$ cat src/inc/crf_pkg.sv
package crf_pkg;

    // ************************************************************
    // Widths and register addresses (APB byte offsets)
    // ************************************************************
    localparam int unsigned WORD_W = 16;
    localparam int unsigned BYTE_W = 8;
    localparam logic [7:0] OFS_IPTR = 8'h00;
    localparam logic [7:0] OFS_ACC = 8'h04;
    localparam logic [7:0] OFS_TMP = 8'h08;
    localparam logic [7:0] OFS_IDX = 8'h0c;
    localparam logic [7:0] OFS_AUX = 8'h10;
    localparam logic [7:0] OFS_STK = 8'h14;
    localparam logic [7:0] OFS_PSW = 8'h18;
    localparam logic [7:0] OFS_OP = 8'h1c;
    localparam logic [7:0] OFS_RES = 8'h20;
    localparam logic [7:0] OFS_ADDR = 8'h24;
    localparam logic [7:0] OFS_REGION = 8'h28;
    localparam logic [7:0] OFS_IRQ = 8'h2c;
    localparam logic [7:0] OFS_GPR = 8'h30;

    // ************************************************************
    // Condition code bit positions
    // ************************************************************
    localparam int unsigned CC_H = 7;
    localparam int unsigned CC_I = 6;
    localparam int unsigned CC_IL1 = 5;
    localparam int unsigned CC_IL0 = 4;
    localparam int unsigned CC_N = 3;
    localparam int unsigned CC_Z = 2;
    localparam int unsigned CC_V = 1;
    localparam int unsigned CC_C = 0;
    localparam logic [7:0] CCR_RST = 8'h30;
    localparam logic [7:0] BANK_RST = 8'h00;
    localparam logic [1:0] LEVEL_NONE = 2'h3;

    // ************************************************************
    // Memory regions
    // ************************************************************
    localparam logic [15:0] IO_LAST = 16'h007f;
    localparam logic [15:0] DIR_FIRST = 16'h0080;
    localparam logic [15:0] DIR_LAST = 16'h00ff;
    localparam logic [15:0] GPR_FIRST = 16'h0100;
    localparam logic [15:0] GPR_LAST = 16'h01ff;
    localparam logic [15:0] VEC_FIRST = 16'hffc0;
    localparam int unsigned BANK_W = 5;
    localparam int unsigned REG_W = 3;
    localparam int unsigned GPR_N = 256;

    // ************************************************************
    // Types
    // ************************************************************
    typedef enum logic [2:0] {
        OP_NONE, OP_ADD, OP_SUB, OP_SHL, OP_SHR
    } crf_op_t;

    typedef enum logic [2:0] {
        RG_IO, RG_DIRECT, RG_GPR, RG_VECTOR, RG_OTHER
    } crf_region_t;

    typedef struct packed {
        logic [7:0] bank;
        logic [7:0] condition_code_byte;
    } crf_psw_t;

    typedef struct packed {
        logic [15:0] iptr;
        logic [15:0] acc;
        logic [15:0] tmp;
        logic [15:0] idx;
        logic [15:0] aux;
        logic [15:0] stk;
        crf_psw_t psw;
        logic [7:0] res;
        logic [15:0] addr;
        logic [1:0] req_level;
        logic irq_take;
        logic [31:0] prdata;
        logic pready;
        logic pslverr;
    } crf_state_t;

endpackage : crf_pkg

$ cat src/crf_core.sv
`timescale 1ns/1ps
module crf_core
    import crf_pkg::*;
(
    // Clock and reset
    input wire logic ref_clk_i,
    input wire logic rst_i,
    // APB slave
    input wire logic psel_i,
    input wire logic penable_i,
    input wire logic pwrite_i,
    input wire logic [7:0] paddr_i,
    input wire logic [31:0] pwdata_i,
    output logic [31:0] prdata_o,
    output logic pready_o,
    output logic pslverr_o,
    // Interrupt request level input
    input wire logic irq_valid_i,
    input wire logic [1:0] irq_level_i,
    // Status outputs
    output logic irq_accept_o,
    output logic [15:0] instruction_pointer_o,
    output logic [15:0] program_status_word_o
);

    // ************************************************************
    // Helper functions
    // ************************************************************
    function automatic crf_region_t region_of(input logic [15:0] a);
        if (a <= IO_LAST) begin
            region_of = RG_IO;
        end else if (a >= DIR_FIRST && a <= DIR_LAST) begin
            region_of = RG_DIRECT;
        end else if (a >= GPR_FIRST && a <= GPR_LAST) begin
            region_of = RG_GPR;
        end else if (a >= VEC_FIRST) begin
            region_of = RG_VECTOR;
        end else begin
            region_of = RG_OTHER;
        end
    endfunction : region_of

    // Register slot index within the backing area, bank bits above r
    function automatic logic [7:0] gpr_index(input logic [7:0] bank,
                                             input logic [2:0] r);
        gpr_index = {bank[BANK_W-1:0], r};
    endfunction : gpr_index

    // Level 0 highest; accept only strictly higher priority
    function automatic logic may_accept(input logic [7:0] condition_code_byte,
                                        input logic [1:0] lvl);
        logic [1:0] cur;
        cur = condition_code_byte[CC_IL1:CC_IL0];
        may_accept = condition_code_byte[CC_I] && cur != LEVEL_NONE
                     && lvl < cur;
    endfunction : may_accept

    // ************************************************************
    // State
    // ************************************************************
    crf_state_t s_q;
    crf_state_t s_d;
    // Backing RAM is left uninitialised on purpose
    logic [7:0] gpr_mem [GPR_N];
    logic gpr_we;
    logic [7:0] gpr_wa;
    logic [7:0] gpr_wd;
    logic [7:0] gpr_off;

    logic apb_acc;
    logic [7:0] a8;
    logic [7:0] t8;
    logic [8:0] sum9;
    logic [4:0] half5;
    logic [7:0] r8;
    logic [31:0] rd;
    logic addr_ok;

    assign apb_acc = psel_i && penable_i && !s_q.pready;

    always_comb begin
        s_d = s_q;
        s_d.pready = 1'b0;
        s_d.pslverr = 1'b0;
        s_d.irq_take = irq_valid_i && may_accept(s_q.psw.condition_code_byte, irq_level_i);
        s_d.req_level = irq_level_i;
        gpr_we = 1'b0;
        // Offset from the first register slot picks r
        gpr_off = paddr_i - OFS_GPR;
        gpr_wa = gpr_index(s_q.psw.bank, gpr_off[4:2]);
        gpr_wd = pwdata_i[7:0];
        a8 = s_q.acc[7:0];
        t8 = s_q.tmp[7:0];
        sum9 = 9'h000;
        half5 = 5'h00;
        r8 = 8'h00;
        rd = 32'h0000_0000;
        addr_ok = 1'b1;
        // Read mux
        unique case (paddr_i)
            OFS_IPTR: rd = {16'h0000, s_q.iptr};
            OFS_ACC: rd = {16'h0000, s_q.acc};
            OFS_TMP: rd = {16'h0000, s_q.tmp};
            OFS_IDX: rd = {16'h0000, s_q.idx};
            OFS_AUX: rd = {16'h0000, s_q.aux};
            OFS_STK: rd = {16'h0000, s_q.stk};
            OFS_PSW: rd = {16'h0000, s_q.psw};
            OFS_RES: rd = {24'h000000, s_q.res};
            OFS_ADDR: rd = {16'h0000, s_q.addr};
            OFS_REGION: rd = {29'h0, region_of(s_q.addr)};
            OFS_IRQ: rd = {29'h0, s_q.req_level, s_q.irq_take};
            // Op port is write-only; must not fall into the error path
            OFS_OP: rd = 32'h0000_0000;
            default: begin
                if (paddr_i >= OFS_GPR) begin
                    rd = {24'h000000, gpr_mem[gpr_wa]};
                end else begin
                    addr_ok = 1'b0;
                end
            end
        endcase
        if (paddr_i[1:0] != 2'b00 || paddr_i > OFS_GPR + 8'h1c) begin
            addr_ok = 1'b0;
        end
        if (apb_acc) begin
            s_d.pready = 1'b1;
            s_d.pslverr = !addr_ok;
            s_d.prdata = addr_ok ? rd : 32'h0000_0000;
            if (pwrite_i && addr_ok) begin
                unique case (paddr_i)
                    OFS_IPTR: s_d.iptr = pwdata_i[15:0];
                    OFS_ACC: s_d.acc = pwdata_i[15:0];
                    OFS_TMP: s_d.tmp = pwdata_i[15:0];
                    OFS_IDX: s_d.idx = pwdata_i[15:0];
                    OFS_AUX: s_d.aux = pwdata_i[15:0];
                    OFS_STK: s_d.stk = pwdata_i[15:0];
                    OFS_PSW: s_d.psw = pwdata_i[15:0];
                    OFS_ADDR: s_d.addr = pwdata_i[15:0];
                    OFS_OP: begin
                        // Byte op on low bytes; high byte untouched
                        unique case (crf_op_t'(pwdata_i[2:0]))
                            OP_ADD: begin
                                sum9 = {1'b0, a8} + {1'b0, t8};
                                half5 = {1'b0, a8[3:0]} + {1'b0, t8[3:0]};
                                r8 = sum9[7:0];
                                s_d.psw.condition_code_byte[CC_V] = (a8[7] == t8[7])
                                    && (r8[7] != a8[7]);
                            end
                            OP_SUB: begin
                                sum9 = {1'b0, a8} - {1'b0, t8};
                                half5 = {1'b0, a8[3:0]} - {1'b0, t8[3:0]};
                                r8 = sum9[7:0];
                                s_d.psw.condition_code_byte[CC_V] = (a8[7] != t8[7])
                                    && (r8[7] != a8[7]);
                            end
                            OP_SHL: begin
                                r8 = {a8[6:0], 1'b0};
                                sum9 = {a8[7], r8};
                            end
                            OP_SHR: begin
                                r8 = {1'b0, a8[7:1]};
                                sum9 = {a8[0], r8};
                            end
                            default: r8 = a8;
                        endcase
                        if (crf_op_t'(pwdata_i[2:0]) inside
                            {OP_ADD, OP_SUB, OP_SHL, OP_SHR}) begin
                            s_d.acc[7:0] = r8;
                            s_d.res = r8;
                            s_d.psw.condition_code_byte[CC_C] = sum9[8];
                            s_d.psw.condition_code_byte[CC_N] = r8[7];
                            s_d.psw.condition_code_byte[CC_Z] = r8 == 8'h00;
                        end
                        if (crf_op_t'(pwdata_i[2:0]) inside
                            {OP_ADD, OP_SUB}) begin
                            s_d.psw.condition_code_byte[CC_H] = half5[4];
                        end
                    end
                    default: begin
                        gpr_we = paddr_i >= OFS_GPR;
                    end
                endcase
            end
        end
        if (rst_i) begin
            s_d = '0;
            s_d.psw.condition_code_byte = CCR_RST;
            s_d.psw.bank = BANK_RST;
            gpr_we = 1'b0;
        end
    end

    // ************************************************************
    // Registers
    // ************************************************************
    always_ff @(posedge ref_clk_i) begin
        s_q <= s_d;
    end

    always_ff @(posedge ref_clk_i) begin
        if (gpr_we) begin
            gpr_mem[gpr_wa] <= gpr_wd;
        end
    end

    assign prdata_o = s_q.prdata;
    assign pready_o = s_q.pready;
    assign pslverr_o = s_q.pslverr;
    assign irq_accept_o = s_q.irq_take;
    assign instruction_pointer_o = s_q.iptr;
    assign program_status_word_o = s_q.psw;

endmodule : crf_core
$ cat config.mk
export PLATFORM = sky130hd
export DESIGN_NAME = crf_core
export DESIGN_NICKNAME = d
export VERILOG_FILES = /design/src/inc/crf_pkg.sv /design/src/crf_core.sv
export SDC_FILE = /design/constraint.sdc
export NUM_CORES = 2
export LEC_CHECK = 0
export BUFFER_PORTS_ARGS = -buffer_cell sky130_fd_sc_hd__buf_2
export CAP_MARGIN = 5
export CORE_UTILIZATION = 25
export CTS_CLUSTER_SIZE = 16
export DETAILED_ROUTE_END_ITERATION = 8
export PLACE_DENSITY_LB_ADDON = 0.05
export SLEW_MARGIN = 20
export SYNTH_ARGS = -nofsm -noshare
export SYNTH_HDL_FRONTEND = slang
export SYNTH_SLANG_ARGS = --single-unit
$ cat constraint.sdc
create_clock -name ref_clk_i -period 3.8 [get_ports ref_clk_i]
set_clock_uncertainty 0.05 [all_clocks]
set_input_delay 0.38 -clock ref_clk_i [delete_from_list [all_inputs] [get_ports ref_clk_i]]
set_output_delay 0.38 -clock ref_clk_i [all_outputs]
set_load 0.02 [all_outputs]
## Word-level counts from Yosys, hierarchy flattened

Memories as Yosys holds them, arrays and structs flattened.
Cells that the tools add are included.

- Register bits after elaboration: 173
- Latch bits: 0
- RAM bits: 2048
- ROM bits: 0
- Output and inout port bits: 67
- Memories kept: 1

- $add $sub $neg: 5
- Multipliers: 0
- Div/mod/pow operators: 0
- Magnitude comparators: 9
- Equality and inequality tests: 23
- Shifts and indexed selects: 0
- Mux-type cells: 31
- Bitwise gates (word level): 1
- Reductions and logical operators: 36

Memories:

| memory | words | bits a word | rd ports | clocked after Yosys merged registers in | write ports | line | RTL |
|---|---|---|---|---|---|---|---|
| gpr_mem | 256 | 8 | 1 | 0 | 1 | crf_core.sv:64 | `logic [7:0] gpr_mem [GPR_N];` |

Operators by type and width:

| kind | count |
|---|---|
| $pmux W16 S12 | 1 |
| $mux W8 | 5 |
| $pmux W9 S4 | 1 |
| $eq A8 B5 Y1 const B | 4 |
| $eq A8 B6 Y1 const B | 4 |
| $pmux W8 S4 | 1 |
| $reduce_and A3 Y1 | 8 |
| $reduce_and A4 Y1 | 5 |
| $eq A8 B4 Y1 const B | 2 |
| $ge A16 B16 Y1 const B | 1 |
| $ge A16 B8 Y1 const B | 1 |
| $ge A16 B9 Y1 const B | 1 |
| $le A16 B7 Y1 const B | 1 |
| $le A16 B8 Y1 const B | 1 |
| $le A16 B9 Y1 const B | 1 |
| $logic_not A8 Y1 | 2 |
| $mux W16 | 1 |
| $pmux W8 S2 | 1 |
| $mux W3 | 4 |
| $reduce_or A12 Y1 | 1 |
| $logic_and A1 B1 Y1 | 10 |
| $mux W1 | 10 |
| $pmux W5 S2 | 1 |
| $add A8 B8 Y9 | 1 |
| other kinds (26) | 37 |

## Longest topological paths before layout

- Depth in word-level cells: 10
- Mapped depth: 13
- Gate-level depth less buffers: 11

## Worst setup path before layout

No wires, ideal clock.

- Kind: input -> register
- Start point: input port paddr_i[3]
- End point: memory gpr_mem[111][0] (enable)
- Library setup time: 0.370 ns
- Arrival: 2.834 ns
- Required time: 3.380 ns
- Setup slack: 0.546 ns
- Stages: 11
- Path through: buf_2 buf_4 buf_4 buf_4 buf_2 buf_2 buf_4 nor2b_1 nand3_1 buf_2 nor2_1

- Cells in the longest elaborated chain, start to end: 10
- Elaborated cells on any way between the ends: 28
- Classes of those cells: 1 x add/sub; 2 x order compare; 11 x eq/ne; 9 x mux; 5 x reduce/logical

RTL lines:

| item | line | RTL |
|---|---|---|
| from (decl) | crf_core.sv:12 | `input wire logic [7:0] paddr_i,` |
| $ge A8 B6 Y1, or another cell as far along | crf_core.sv:115, crf_core.sv:180 |  |
| $mux W1 / $reduce_or A12 Y1 (equally long branches) | n/a |  |
| $mux W1 | crf_core.sv:100 | `unique case (paddr_i)` |
| $mux W1 | crf_core.sv:122 | `if (paddr_i[1:0] != 2'b00 \|\| paddr_i > OFS_GPR + 8'h1c) begin` |
| $logic_and A1 B1 Y1 | crf_core.sv:129 | `if (pwrite_i && addr_ok) begin` |
| $mux W1 | crf_core.sv:129 |  |
| $mux W1 | crf_core.sv:125 | `if (apb_acc) begin` |
| $mux W1 | crf_core.sv:185 | `if (rst_i) begin` |
| $mux W1 | crf_core.sv:201 | `if (gpr_we) begin` |
| $mux W1 (implied by the code) | crf_core.sv:202 | `gpr_mem[gpr_wa] <= gpr_wd;` |
| to (decl) | crf_core.sv:64 |  |

Several ways; a longest one is shown, not always the timed one.

## Worst setup path after layout

- Start point: register s_q (netlist bit program_status_word_o[8])
- End point: register s_q (netlist bit prdata_o[2])

- Cells in the longest elaborated chain, start to end: 4

RTL lines:

| item | line | RTL |
|---|---|---|
| from (decl) | crf_core.sv:61 | `crf_state_t s_q;` |
| from (signal assigned) | crf_core.sv:197 | `s_q <= s_d;` |
| $mem_v2 Z256 W8 | n/a |  |
| $mux W8 | crf_core.sv:115 | `if (paddr_i >= OFS_GPR) begin` |
| $pmux W16 S12 | crf_core.sv:100 |  |
| $mux W16 | crf_core.sv:128 | `s_d.prdata = addr_ok ? rd : 32'h0000_0000;` |

No other way between the ends.
A chain may end at the register's enable or synchronous reset.

==> flow_metrics.tcl <==
set metrics [dict create \
    status "complete, no violations" \
    fillers 34300 \
    worstSetupPathDepth 9 \
    arrival_ns 4.19 \
    rr_startpoint "program_status_word_o[8]" \
    worstPathRequired_ns 4.53 \
    ff2ff_setup_slack_ns 0.33 \
    grt_use_total_pct 18.1 \
    cts_buffers 273 \
    insertion_delay_ns 0.90 \
    seqPwrFrac_pct 48.9 \
    vias 48700 \
    dp_hpwl_um 218000 \
    core_area_um2 350000 \
    ant_nets 0 \
    htree_levels 5 \
    ctsResizeCount 0 \
    setup_viol 0 \
    cpLargestDelayFamily "compound AO/OA/AOI/OAI gates" \
    port_buffers 82 \
    slew_headroom_pct 17.7 \
    drive_above_1_share_pct 29.5 \
    intPower_w 0.0422 \
    synthCells 4864 \
    wire_per_inst_um 31.2 \
    cp-endpoint "prdata_o[2]" \
    synth_mux_area_share_pct 13.9 \
    cp-start-kind "flop" \
    combPwrFrac_pct 4.7 \
    timing.hold.ws_ns 0.185 \
    synth-compound-area-share_pct 5.10 \
    period_share_pct 91.2 \
    postCtsSetupBuffers 0 \
    layout.nets 5678 \
    powerDensity_nw_per_um2 503 \
    regToRegEndpoint "prdata_o[2]" \
    ys_warn_count 0 \
    power.share.clock_pct 46.5 \
    r2r_cells 9 \
    synthXorXnorAreaFrac_pct 0.0299 \
    avgViaCountPerCell 4.67 \
    ys_seq_elements 2205 \
    crit_slowest_cell "nor2b_4" \
    grt_pass1_vias 50600 \
    min_path_cells 1 \
    criticalPathCategory "reg2reg" \
    synthFlopType "edfxtp_1" \
    overflow 0 \
    die_area_um2 354000 \
    synth_edf_count 2048 \
    yosys.area_share.adder_pct 0.344 \
    synth_top_cell_by_area "edfxtp_1" \
    ctsHoldBuffers 25 \
    p_sw_share_pct 22.2 \
    die_w_um 595 \
    setup_tns_ns 0 \
    clock-sinks 2205 \
    syn_to_final_growth_pct 22.5 \
    slew_violations 0 \
    ctsRootBufferMaster "clkbuf_16" \
    synth.avg_cell_area_um2 18.1 \
    clock_path_buffers 4 \
    setup.worst_path.start "program_status_word_o[8]" \
    hold_path_class "in2reg" \
    ir_drop_mv 0.281 \
    cts_tree "done" \
    synth.most_common_cell "edfxtp_1" \
    io_pins 115 \
    crit_top_cell "a21oi_1" \
    place.gp.congestion 0.808 \
    crit_fanout 22 \
    cp_num_buf_inv 2 \
    yosysSeqAreaShare_pct 73.5 \
    worst_pin_slew_ns 1.23 \
    cap_violations 0 \
    hold_viol 0 \
    start_util_pct 25.1 \
    async_reset_ff_share_pct 0 \
    finalCriticalPeriod_ns 3.47 \
    synth_top_family_by_area "multiplexers" \
    p_leak_nw 34.9 \
    grt_start_max_net_pins 132 \
    synthTopCellsByCount "edfxtp_1, mux4_2, nand2_1" \
    grt_pass1_wl_um 445000 \
    netlist_area_um2 87900 \
    end_kind "flop" \
    synth_area_leaders "edfxtp_1, mux4_2, dfxtp_1" \
    dieHeight_um 595 \
    synth_top_cell_area_share_pct 69.9 \
    switchingPower_w 0.0121 \
    fmax_mhz 289 \
    rows 217 \
    clk_pin_slew_ns 0.06 \
    first_iter_violations 3900 \
    cpPeakStageDelay_ns 0.58 \
    first_pass_iters 5 \
    critical_path.cell_chain "buf_12, nor2b_4, buf_4, a22oi_1, a21oi_1, a211oi_1, a31oi_1, a21oi_1, o311ai_1" \
    rsz0062_at_grt "false" \
    yosysUniqueCellTypes 88 \
    power_w 0.0542 \
    synthSimpleGateAreaFrac_pct 4.72 \
    routed_wl_um 325000 \
    antenna_found_initial 24 \
    post-route-drc-count 0 \
]
==> metrics by stage <==
stage               utilization, %  area (µm²)  setup WS, ns  instances
floorplan                        -       88000         0.546       4879
global placement              28.3       98900        0.0680       9905
detailed placement            28.3       98900        0.0465       9906
CTS                           30.8      108000         0.272      10400
global route                  30.8      108000         0.251      10400
finish                        30.8      108000         0.335      10400
==> power groups by stage <==
stage,logic (W),registers [W],clock network (W)
6_report,0.00252,0.0265,0.0252
5_1_grt,0.00268,0.0265,0.0269
4_1_cts,0.00262,0.0265,0.0261
3_5_place_dp,0.00259,0.0270,0
3_3_place_gp,0.00259,0.0270,0
2_1_floorplan,0.00110,0.0270,0
==> how the worst min path moves through the flow <==
stage	startpoint	to
6_report	pwdata_i[5]	gpr_mem[31][5]
5_1_grt	pwdata_i[5]	gpr_mem[31][5]
4_1_cts	pwdata_i[5]	gpr_mem[30][5]
3_5_place_dp	s_q[121]	s_q[121]
3_3_place_gp	s_q[151]	s_q[151]
2_1_floorplan	s_q[110]	s_q[110]
==> logic make-up after synthesis <==
kind of cell / after synthesis
AOI/OAI and AO/OA: 649
xor gates and xnor gates: 3
adders and majority gates: 23
buffers and inverters: 410
DFF: 2205
muxes: 639
other: 1
and+or+nand+nor: 934
==> cells in the final DEF (no fill, tap or decap), types with 29 or more instances in the layout <==
master	instances
and3_1	29
a221oi_1	35
clkinv_1	64
buf_4	652
clkbuf_1	62
clkbuf_16	287
nand2_1	328
nand3_1	62
a22o_1	47
edfxtp_1	2048
nor2_1	328
mux4_2	467
a22oi_1	163
dfxtp_1	152
buf_2	70
a21oi_1	190
mux2i_1	153
o21ai_0	48
buf_12	78
clkinv_2	36
==> layer usage <==
metal | track usage, % | share of wire (%) | vias to the layer above | wire length, µm
met5 | 0 | 0 | - | 0
met4 | 3.63 | 1.9 | 0 | 6230
met3 | 2.42 | 4.0 | 323 | 12900
met2 | 29.8 | 48 | 1047 | 155000
met1 | 25.5 | 46 | 26200 | 151000
li1 | - | - | 21100 | -
==> sequential cells by signal (all words and copies together) (netlist names) <==
signal,cells
gpr_mem,2048
s_q,98
instruction_pointer_o,16
prdata_o,16
program_status_word_o,16
a8,8
irq_accept_o,1
pready_o,1
pslverr_o,1
==> layout make-up <==
class	count	area (µm²)	share of cell area, %
clock inverters	131	995	0.924
diodes	9	22.5	0.0209
well taps	4599	5750	5.34
inverters	26	100	0.0929
multi-input cells	2264	21400	19.9
repair buffers	837	7230	6.71
flip-flops and latches	2205	64700	60.0
clock buffers	355	7500	6.96
Note: power is estimated with default switching activity, not from simulation.
